===== config.mk =====
export PLATFORM = sky130hd
export DESIGN_NAME = display_plane_pixel_unpack
export DESIGN_NICKNAME = d
export VERILOG_FILES = /design/src/disp_pkg.sv /design/src/display_plane_pixel_unpack.sv
export VERILOG_INCLUDE_DIRS = /design/src
export SDC_FILE = /design/constraint.sdc
export NUM_CORES = 1
export LEC_CHECK = 0
export BUFFER_PORTS_ARGS = -buffer_cell sky130_fd_sc_hd__buf_2
export CORE_MARGIN = 4
export CORE_UTILIZATION = 30
export DETAILED_ROUTE_END_ITERATION = 8
export PLACE_DENSITY = 0.56
export SYNTH_ARGS = -nofsm -noshare
export SYNTH_HDL_FRONTEND = slang
export SYNTH_SLANG_ARGS = --single-unit

===== constraint.sdc =====
create_clock -name MCLK_IN -period 2.2 [get_ports MCLK_IN]
set_input_delay 0.44 -clock MCLK_IN [delete_from_list [all_inputs] [get_ports MCLK_IN]]
set_output_delay 0.44 -clock MCLK_IN [all_outputs]
set_load 0.02 [all_outputs]

===== src/disp_defines.svh =====
// Functional notes
// - Cursor control and compression latch at vblank, pipe off or cursor off, after base write.
// - Plane control latches with surface base write at vblank, pipe off or plane off.
// - 8888 blue-first: alpha 31:24, red 23:16, green 15:8, blue 7:0.
// - 8888 red-first: alpha 31:24, red 7:0, green 15:8, blue 23:16.
// - 2:10:10:10: alpha 31:30, green 19:10; red/blue 29:20 and 9:0 by order.
// - Half-float: alpha 63:48, green 31:16; red/blue 47:32 and 15:0 by order.
// - 64-bit unsigned: colour lanes as half-float, alpha from 63:56 only.
// - Half-float and 64-bit unsigned formats accepted only on planes one to three.
// - Higher precision from planes 1-3, SDR planes bypassed, only in pipe HDR mode.
// - 8-bit 4:2:0: luma 7:0; chroma word U 15:8, V 7:0.
// - 10/12/16-bit 4:2:0: MSB-aligned luma and V low lane, U high lane.
// - 8-bit 4:2:2: four byte orders in each 32-bit word.
// - Deep 4:2:2: four MSB-aligned 16-bit lanes luma, U, luma, V.
// - 32-bit 4:4:4: top bits ignored; fixed 8-bit and 10-bit layouts.
// - 64-bit 4:4:4: U lowest lane, Y 31:16, V 47:32, top lane ignored.
// - Horizontal mirror is applied before rotation.
// - Watermark level with bit 31 clear is disabled.
// - Buffer is two halves of 1024 blocks, 0-1023 and 1024-2047.
`ifndef DISP_DEFINES_SVH
`define DISP_DEFINES_SVH

// ======================================================
// Register byte offsets
`define OFS_PCTL  8'h00
`define OFS_PSURF 8'h04
`define OFS_CCTL  8'h08
`define OFS_CCMP  8'h0c
`define OFS_CSURF 8'h10
`define OFS_BUF   8'h14
`define OFS_WM    8'h18
`define OFS_STAT  8'h1c
`define RST_REG   32'h0000_0000

// ======================================================
// Control fields
`define F_EN      0
`define F_FMT     5:1
`define F_HFLIP   6
`define F_ROT     8:7
`define F_PLANE   11:9
`define F_BSTART  10:0
`define F_BEND    26:16
`define F_WM_EN   31

// ======================================================
// Status bits
`define S_PARM    0
`define S_CARM    1
`define S_REF     2
`define S_WM      3

// ======================================================
// Constants
`define HALF_TWO  11'h400
`define HDR_LO    3'h1
`define HDR_HI    3'h3
`define SDR_MASK  16'hffc0
`define RESP_OKAY 1'b0

`endif


===== src/disp_pkg.sv =====
package disp_pkg;

  typedef enum logic [4:0] {
    bgra8, rgba8, bgra10, rgba10,
    fp16_bgra, fp16_rgba, uint_bgra, uint_rgba,
    extended_range_bias, bgr565,
    yuv420_8bit_two_plane, yuv420_10bit_two_plane,
    yuv420_12bit_two_plane, yuv420_16bit_two_plane,
    yuv422_yuyv8, yuv422_uyvy8, yuv422_yvyu8, yuv422_vyuy8,
    yuv422_10bit_packed, yuv422_12bit_packed, yuv422_16bit_packed,
    yuv444_8bit, yuv444_10bit_packed, yuv444_12bit_packed,
    yuv444_16bit_packed
  } fmt_e;

  // MSB-aligned components; YUV puts V in r, Y in g, U in b, second Y in a
  typedef struct packed {
    logic [15:0] a;
    logic [15:0] r;
    logic [15:0] g;
    logic [15:0] b;
  } pix_s;

  typedef struct packed {
    logic xrev;
    logic yrev;
    logic swap;
  } orient_s;

endpackage : disp_pkg


===== src/display_plane_pixel_unpack.sv =====
`timescale 1ns/1ps
`include "disp_defines.svh"

module display_plane_pixel_unpack (
  input  wire logic             MCLK_IN,
  input  wire logic             RST_N_IN,
  input  wire logic             CE_IN,
  input  wire logic             HSEL_IN,
  input  wire logic [7:0]       HADDR_IN,
  input  wire logic [1:0]       HTRANS_IN,
  input  wire logic             HWRITE_IN,
  input  wire logic [2:0]       HSIZE_IN,
  input  wire logic [31:0]      HWDATA_IN,
  input  wire logic             HREADY_IN,
  output logic      [31:0]      HRDATA_OUT,
  output logic                  HREADYOUT_OUT,
  output logic                  HRESP_OUT,
  input  wire logic             VBLANK_IN,
  input  wire logic             PIPE_EN_IN,
  input  wire logic             PIPE_HDR_IN,
  input  wire logic             PIX_VALID_IN,
  input  wire logic [63:0]      PIX_DATA_IN,
  input  wire logic [31:0]      PIX_CHROMA_IN,
  output disp_pkg::pix_s        PIX_OUT,
  output logic                  PIX_VALID_OUT,
  output logic                  PIX_REJECT_OUT,
  output logic                  PIX_HIPREC_OUT,
  output logic                  PIX_BYPASS_OUT,
  output disp_pkg::orient_s     ORIENT_OUT,
  output logic      [31:0]      PLANE_BASE_OUT,
  output logic      [31:0]      CURSOR_CONTROL_REG_OUT,
  output logic      [31:0]      CUR_COMP_OUT,
  output logic      [31:0]      CURSOR_SURFACE_BASE_OUT,
  output logic                  WM0_EN_OUT,
  output logic      [1:0]       BUF_HALF_OUT
);
  import disp_pkg::*;

  // ======================================================
  // Functions
  function automatic logic hit(input logic [7:0] a,
                               input logic [7:0] o);
    return a[7:2] == o[7:2];
  endfunction : hit

  function automatic logic is64(input fmt_e f);
    return f inside {fp16_bgra, fp16_rgba, uint_bgra, uint_rgba};
  endfunction : is64

  function automatic orient_s orient(input logic h,
                                     input logic [1:0] r);
    orient_s o;
    o.swap = r[0];
    // Mirror acts on source x, which lands on y once axes swap
    o.xrev = r[1] ^ (h & ~r[0]);
    o.yrev = (r[1] ^ r[0]) ^ (h & r[0]);
    return o;
  endfunction : orient

  function automatic pix_s unpack(input fmt_e f,
                                  input logic [63:0] d,
                                  input logic [31:0] c);
    pix_s p;
    p = '0;
    case (f)
      bgra8: p = {d[31:24], 8'h00, d[23:16], 8'h00,
                  d[15:8], 8'h00, d[7:0], 8'h00};
      rgba8: p = {d[31:24], 8'h00, d[7:0], 8'h00,
                  d[15:8], 8'h00, d[23:16], 8'h00};
      bgra10: p = {d[31:30], 14'h0000, d[29:20], 6'h00,
                   d[19:10], 6'h00, d[9:0], 6'h00};
      rgba10,
      extended_range_bias: p = {d[31:30], 14'h0000, d[9:0], 6'h00,
                                d[19:10], 6'h00, d[29:20], 6'h00};
      fp16_bgra: p = d;
      fp16_rgba: p = {d[63:48], d[15:0], d[31:16], d[47:32]};
      uint_bgra: p = {d[63:56], 8'h00, d[47:0]};
      uint_rgba: p = {d[63:56], 8'h00, d[15:0], d[31:16], d[47:32]};
      bgr565: p = {16'h0000, d[15:11], 11'h000, d[10:5], 10'h000,
                   d[4:0], 11'h000};
      yuv420_8bit_two_plane: p = {16'h0000, c[7:0], 8'h00,
                                  d[7:0], 8'h00, c[15:8], 8'h00};
      yuv420_10bit_two_plane: p = {16'h0000, c[15:6], 6'h00,
                                   d[15:6], 6'h00, c[31:22], 6'h00};
      yuv420_12bit_two_plane: p = {16'h0000, c[15:4], 4'h0,
                                   d[15:4], 4'h0, c[31:20], 4'h0};
      yuv420_16bit_two_plane: p = {16'h0000, c[15:0], d[15:0], c[31:16]};
      yuv422_yuyv8: p = {d[23:16], 8'h00, d[31:24], 8'h00,
                         d[7:0], 8'h00, d[15:8], 8'h00};
      yuv422_uyvy8: p = {d[31:24], 8'h00, d[23:16], 8'h00,
                         d[15:8], 8'h00, d[7:0], 8'h00};
      yuv422_yvyu8: p = {d[23:16], 8'h00, d[15:8], 8'h00,
                         d[7:0], 8'h00, d[31:24], 8'h00};
      yuv422_vyuy8: p = {d[31:24], 8'h00, d[7:0], 8'h00,
                         d[15:8], 8'h00, d[23:16], 8'h00};
      yuv422_10bit_packed: p = {d[47:38], 6'h00, d[63:54], 6'h00,
                                d[15:6], 6'h00, d[31:22], 6'h00};
      yuv422_12bit_packed: p = {d[47:36], 4'h0, d[63:52], 4'h0,
                                d[15:4], 4'h0, d[31:20], 4'h0};
      yuv422_16bit_packed: p = {d[47:32], d[63:48], d[15:0], d[31:16]};
      yuv444_8bit: p = {16'h0000, d[7:0], 8'h00, d[23:16], 8'h00,
                        d[15:8], 8'h00};
      yuv444_10bit_packed: p = {16'h0000, d[29:20], 6'h00,
                                d[19:10], 6'h00, d[9:0], 6'h00};
      yuv444_12bit_packed: p = {16'h0000, d[47:36], 4'h0,
                                d[31:20], 4'h0, d[15:4], 4'h0};
      yuv444_16bit_packed: p = {16'h0000, d[47:32], d[31:16], d[15:0]};
      default: p = '0;
    endcase
    return p;
  endfunction : unpack

  // ======================================================
  // AHB-Lite slave
  logic        wr_q;
  logic        rd_q;
  logic [7:0]  ad_q;
  logic [31:0] rdata;
  logic        take;

  assign take = HSEL_IN & HREADY_IN & HTRANS_IN[1];

  // Reads take one wait state so a write in the previous data phase is seen
  always_ff @(posedge MCLK_IN) begin
    if (!RST_N_IN) begin
      wr_q          <= 1'b0;
      rd_q          <= 1'b0;
      ad_q          <= 8'h00;
      HREADYOUT_OUT <= 1'b1;
      HRDATA_OUT    <= `RST_REG;
      HRESP_OUT     <= `RESP_OKAY;
    end else if (CE_IN) begin
      wr_q          <= take & HWRITE_IN;
      rd_q          <= take & ~HWRITE_IN;
      HREADYOUT_OUT <= ~(take & ~HWRITE_IN);
      HRESP_OUT     <= `RESP_OKAY;
      if (take) begin
        ad_q <= HADDR_IN;
      end
      if (rd_q) begin
        HRDATA_OUT <= rdata;
      end
    end
  end

  // ======================================================
  // Registers
  logic [31:0] pctl_q;
  logic [31:0] pact_q;
  logic [31:0] psurf_q;
  logic [31:0] cctl_q;
  logic [31:0] ccmp_q;
  logic [31:0] csurf_q;
  logic [31:0] buf_q;
  logic [31:0] wm_q;
  logic        parm_q;
  logic        carm_q;
  logic        upd_p;
  logic        upd_c;
  logic        refused;

  always_ff @(posedge MCLK_IN) begin
    if (!RST_N_IN) begin
      pctl_q  <= `RST_REG;
      psurf_q <= `RST_REG;
      cctl_q  <= `RST_REG;
      ccmp_q  <= `RST_REG;
      csurf_q <= `RST_REG;
      buf_q   <= `RST_REG;
      wm_q    <= `RST_REG;
    end else if (CE_IN && wr_q) begin
      if (hit(ad_q, `OFS_PCTL)) begin
        pctl_q <= HWDATA_IN;
      end else if (hit(ad_q, `OFS_PSURF)) begin
        psurf_q <= HWDATA_IN;
      end else if (hit(ad_q, `OFS_CCTL)) begin
        cctl_q <= HWDATA_IN;
      end else if (hit(ad_q, `OFS_CCMP)) begin
        ccmp_q <= HWDATA_IN;
      end else if (hit(ad_q, `OFS_CSURF)) begin
        csurf_q <= HWDATA_IN;
      end else if (hit(ad_q, `OFS_BUF)) begin
        buf_q <= HWDATA_IN;
      end else if (hit(ad_q, `OFS_WM)) begin
        wm_q <= HWDATA_IN;
      end
    end
  end

  always_comb begin
    rdata = `RST_REG;
    if (hit(ad_q, `OFS_PCTL)) begin
      rdata = pctl_q;
    end else if (hit(ad_q, `OFS_PSURF)) begin
      rdata = psurf_q;
    end else if (hit(ad_q, `OFS_CCTL)) begin
      rdata = cctl_q;
    end else if (hit(ad_q, `OFS_CCMP)) begin
      rdata = ccmp_q;
    end else if (hit(ad_q, `OFS_CSURF)) begin
      rdata = csurf_q;
    end else if (hit(ad_q, `OFS_BUF)) begin
      rdata = buf_q;
    end else if (hit(ad_q, `OFS_WM)) begin
      rdata = wm_q;
    end else if (hit(ad_q, `OFS_STAT)) begin
      rdata[`S_PARM] = parm_q;
      rdata[`S_CARM] = carm_q;
      rdata[`S_REF]  = refused;
      rdata[`S_WM]   = WM0_EN_OUT;
    end
  end

  // ======================================================
  // Double-buffered plane and cursor controls
  assign upd_p = parm_q & (VBLANK_IN | ~PIPE_EN_IN | ~pact_q[`F_EN]);
  assign upd_c = carm_q & (VBLANK_IN | ~PIPE_EN_IN | ~CURSOR_CONTROL_REG_OUT[`F_EN]);

  // A base write in the update cycle re-arms: the set wins over the clear
  always_ff @(posedge MCLK_IN) begin
    if (!RST_N_IN) begin
      parm_q         <= 1'b0;
      pact_q         <= `RST_REG;
      PLANE_BASE_OUT <= `RST_REG;
    end else if (CE_IN) begin
      if (wr_q && hit(ad_q, `OFS_PSURF)) begin
        parm_q <= 1'b1;
      end else if (upd_p) begin
        parm_q <= 1'b0;
      end
      if (upd_p) begin
        pact_q         <= pctl_q;
        PLANE_BASE_OUT <= psurf_q;
      end
    end
  end

  always_ff @(posedge MCLK_IN) begin
    if (!RST_N_IN) begin
      carm_q       <= 1'b0;
      CURSOR_CONTROL_REG_OUT  <= `RST_REG;
      CUR_COMP_OUT <= `RST_REG;
      CURSOR_SURFACE_BASE_OUT <= `RST_REG;
    end else if (CE_IN) begin
      if (wr_q && hit(ad_q, `OFS_CSURF)) begin
        carm_q <= 1'b1;
      end else if (upd_c) begin
        carm_q <= 1'b0;
      end
      if (upd_c) begin
        CURSOR_CONTROL_REG_OUT  <= cctl_q;
        CUR_COMP_OUT <= ccmp_q;
        CURSOR_SURFACE_BASE_OUT <= csurf_q;
      end
    end
  end

  // ======================================================
  // Buffer range and watermark
  always_ff @(posedge MCLK_IN) begin
    if (!RST_N_IN) begin
      WM0_EN_OUT   <= 1'b0;
      BUF_HALF_OUT <= 2'h0;
    end else if (CE_IN) begin
      WM0_EN_OUT      <= wm_q[`F_WM_EN];
      BUF_HALF_OUT[0] <= buf_q[`F_BSTART] < `HALF_TWO;
      BUF_HALF_OUT[1] <= buf_q[`F_BEND] >= `HALF_TWO;
    end
  end

  // ======================================================
  // Pixel path
  fmt_e       fmt;
  logic [2:0] plane;
  logic       hdr_plane;
  logic       hiprec;
  pix_s       px;

  assign fmt       = fmt_e'(pact_q[`F_FMT]);
  assign plane     = pact_q[`F_PLANE];
  assign hdr_plane = (plane >= `HDR_LO) && (plane <= `HDR_HI);
  assign refused   = is64(fmt) & ~hdr_plane;
  assign hiprec    = hdr_plane & PIPE_HDR_IN;
  assign px        = unpack(fmt, PIX_DATA_IN, PIX_CHROMA_IN);

  // Reduced precision keeps the top ten bits of every component
  always_ff @(posedge MCLK_IN) begin
    if (!RST_N_IN) begin
      PIX_OUT        <= '0;
      PIX_VALID_OUT  <= 1'b0;
      PIX_REJECT_OUT <= 1'b0;
      PIX_HIPREC_OUT <= 1'b0;
      PIX_BYPASS_OUT <= 1'b0;
      ORIENT_OUT     <= '0;
    end else if (CE_IN) begin
      PIX_VALID_OUT  <= PIX_VALID_IN & pact_q[`F_EN] & ~refused;
      PIX_REJECT_OUT <= PIX_VALID_IN & pact_q[`F_EN] & refused;
      PIX_HIPREC_OUT <= hiprec;
      PIX_BYPASS_OUT <= PIPE_HDR_IN & ~hdr_plane;
      ORIENT_OUT     <= orient(pact_q[`F_HFLIP], pact_q[`F_ROT]);
      if (PIX_VALID_IN) begin
        PIX_OUT <= hiprec ? px : pix_s'(px & {4{`SDR_MASK}});
      end
    end
  end
endmodule : display_plane_pixel_unpack


==> results by group <==
Cells and area
  • Most flop-heavy register: PIX_OUT
  • Final Cell Area: 27600 sq um
  • Proportion of layout cells with a drive suffix above 1: 0.216
  • Max reg flops: 64
  • Final #Nets: 3226
  • Synth-to-Final Area Change: 25.9%
  • # fillers: 7600

GRT
  • Initial antenna violation count: 8
  • Vias in the first global route: 20600
  • GR Overflow Total: 0
  • GRT Total Usage: 0.223
  • First-pass GRT wire length: 134000 um
  • Largest net degree at the start of global routing: 133

Place
  • Port Buffers: 379
  • Placer Congestion: 0.936
  • Final HPWL DP: 67200 um
  • Placed Area: 25700 sq um
  • Dpl ws: -9.71 ps

Drt
  • 1st-iter DRT viols: 2167
  • Routed wire length: 91700 um
  • Vias per cell: 5.35
  • Via Count: 21800
  • Routed len/inst: 22.5 um
  • DRC: 0
  • Post-route ant nets: 0
  • DR pass1 iterations: 9

Hold path
  • HP Class: in2reg

Logic synthesis
  • Mapped Cells: 2719
  • Fraction of registers with async set/reset: 0
  • Post-synth cell types: 75
  • Register area share after synthesis: 0.440
  • #FFs+latches synth: 481
  • Syn Std Cell Area: 21900 sq um
  • Ys flop type: dfxtp_1
  • Syn Area/Cell: 8.05 sq um
  • Post-synth EDFFs: 0
  • Synth Net Count: 2870
  • Synth warn: 0

Setup path
  • Max FO, Critical Path: 11
  • Worst-path cell with the longest stage delay: or4b_4
  • Worst-path cell chain: or4b_4 -> nand2b_4 -> buf_4 -> nor3_4 -> buf_4 -> nand2_1 -> a21boi_1
  • Peak per-stage delay on the critical path: 580 ps
  • Startpoint Class: flop
  • Req. time, crit path: 2720 ps
  • WS Path Type: reg2reg
  • Arrival time at the worst endpoint: 2610 ps
  • Critical Path End Type: flop
  • CP most frequent cell: buf_4

STA
  • Slew Viols, Final: 0
  • Slew @ Worst Pin: 979 ps
  • Final setup margin: 113 ps
  • Final worst path period share: 0.949
  • Final hold vios: 0
  • Post-layout min period: 2090 ps
  • Fin Clk Skew: 47.5 ps
  • Fmax: 479 MHz
  • Slew margin rel.: 0.340
  • # setup viols final: 0

CTS
  • H-tree depth: 2
  • Longest Clk Path Bufs: 3
  • Cts bufs inserted: 53
  • Root buffer cell: clkbuf_16
  • Clk_lat worst skew: 630 ps
  • Reg clk slew, reported paths: 60 ps
  • Sink Count: 481
  • CTS tree: done
  • Cts-stage hold buffer count: 0

Status
  • Status: finished clean

Die
  • Core area: 71900 sq um
  • Die Wd: 278 um
  • Row count: 98
  • Die H: 278 um
  • Starting Density: 0.305
  • IO Count: 387
  • Die ar.: 77400 sq um

Power
  • VDD IR max: 0.559 mV
  • Leakage power: 10.3 nW
  • Pwr Density: 690 nW/um^2

Run
  • MaxCap Viol Count: 0
-- final cells by class --
| class | count | area (sq um) | share of cell area |
|---|---|---|---|
| Antenna cell | 6 | 15.0 | 0.000545 |
| Clock buffer | 77 | 1540 | 0.0558 |
| Multi-Input combinational cell | 1986 | 11400 | 0.413 |
| Tap cell | 950 | 1190 | 0.0431 |
| Clock inverter | 17 | 233 | 0.00845 |
| Timing Repair Buffer | 539 | 3520 | 0.128 |
| Sequential cell | 481 | 9630 | 0.350 |
| Inverter | 14 | 52.6 | 0.00191 |
-- power breakdown --
part / internal, mW / leakage (nW) / switching, mW
combinational: 0.403 / 5.57 / 0.752
sequential: 8.75 / 3.88 / 0.0345
clock: 5.22 / 0.860 / 3.84
total: 14.4 / 10.3 / 4.63
-- worst max-delay path: cells and delay by family, from the launching register on --
kind                   cells  cell delay [ps]
AO/OA/AOI/OAI              1              130
flip-flops                 1              380
buffers and inverters      2              410
AND/OR/NAND/NOR            4             1060
-- what timing repair did --
action                     in CTS  in global routing
cloned                          0                  0
setup endpoints to repair       1                 61
setup buffers                   0                  1
resized for setup               1                 19
pin swaps                       0                  0
-- metal layers --
layer  up-vias  share of wire  GRT usage
li1      10300              -          -
met5         -        0.00037          0
met2       919           0.50      0.399
met3       216          0.077     0.0447
met4         6          0.038     0.0782
met1     10400           0.38      0.266
-- logic make-up after synthesis --
logic type | count (synthesis) | share of synthesized area
and+or+nand+nor | 1091 | 0.211
other | 1 | 0.000171
DFF | 481 | 0.440
muxes | 8 | 0.00366
AOI/OAI and AO/OA | 884 | 0.297
xor gates and xnor gates | 2 | 0.000800
buffers and inverters | 252 | 0.0474
-- final timing paths --
path / start / end / slack (ps) / cells past startpoint
hold / removal: PIX_DATA_IN[39] / PIX_OUT[39]$_SDFFE_PN0P_ / 80 / 2
hold reg to reg: buf_q[1]$_SDFFE_PN0P_ / buf_q[1]$_SDFFE_PN0P_ / 450 / 2
setup reg to reg: ad_q[6]$_SDFFE_PN0P_ / csurf_q[5]$_SDFFE_PN0P_ / 110 / 7
setup / recovery: ad_q[6]$_SDFFE_PN0P_ / csurf_q[5]$_SDFFE_PN0P_ / 110 / 7
-- synth_stat cells, types with 4 or more instances --
| cell | n | area (sq um) |
|---|---|---|
| a2111oi_0 | 8 | 70.1 |
| a211oi_1 | 7 | 52.6 |
| a21boi_0 | 331 | 2480 |
| a21boi_1 | 41 | 308 |
| a21o_1 | 10 | 75.1 |
| a21oi_1 | 79 | 395 |
| a221o_1 | 27 | 270 |
| a221oi_1 | 23 | 201 |
| a222oi_1 | 42 | 420 |
| a22o_1 | 37 | 324 |
| a22oi_1 | 75 | 563 |
| a31oi_1 | 22 | 138 |
| and2_1 | 18 | 113 |
| and3_1 | 16 | 100 |
| buf_1 | 16 | 60.1 |
| buf_2 | 40 | 200 |
| buf_6 | 4 | 45.0 |
| clkbuf_1 | 175 | 657 |
| dfxtp_1 | 481 | 9630 |
| inv_1 | 14 | 52.6 |
| mux2i_1 | 8 | 80.1 |
| nand2_1 | 869 | 3260 |
| nand2b_1 | 24 | 150 |
| nand3_1 | 32 | 160 |
| nand3b_1 | 8 | 60.1 |
| nand4_1 | 13 | 81.3 |
| nor2_1 | 40 | 150 |
| nor2b_1 | 19 | 119 |
| nor3_1 | 8 | 40.0 |
| nor3b_1 | 5 | 37.5 |
| o211a_1 | 21 | 210 |
| o21ai_0 | 103 | 515 |
| o221ai_1 | 17 | 149 |
| o22ai_1 | 18 | 113 |
| or2_2 | 4 | 25.0 |
| or3b_2 | 4 | 35.0 |
-- cells in the final DEF (no fill, tap or decap), drive strengths merged, types with 5 or more instances in the layout --
cell type and n:
a21oi 80, nor3b 5, o22ai 19, dfxtp 481, a21boi 372, a22o 37, inv 15, o211a 21
nor2 41, a222oi 42, a211oi 8, o221ai 17, o21ai 103, a22oi 75, diode 6, mux2i 8
nand3 32, nand3b 8, nand4 13, nand2 869, a2111oi 8, and2 20, a21o 10, clkinv 10
buf 539, or4b 5, a31oi 22, nor3 11, a221oi 23, nand2b 25, nor2b 19, a221o 27
clkbuf 77, and3 16
-- metrics by stage --
step                      total power [mW]  utilization  setup TNS, ps  hold WS (ps)  instances
final                                 19.0        0.383              0          83.3       4070
after global routing                  19.6        0.383          -12.7          81.3       4064
after CTS                             19.1        0.382              0          52.2       4063
after detailed placement              10.1        0.358          -9.71           445       3969
after global placement                10.1        0.358          -8.95           433       3969
after floorplan                       9.48            -              0           435       2719
Power figures use the tool's default switching activity.
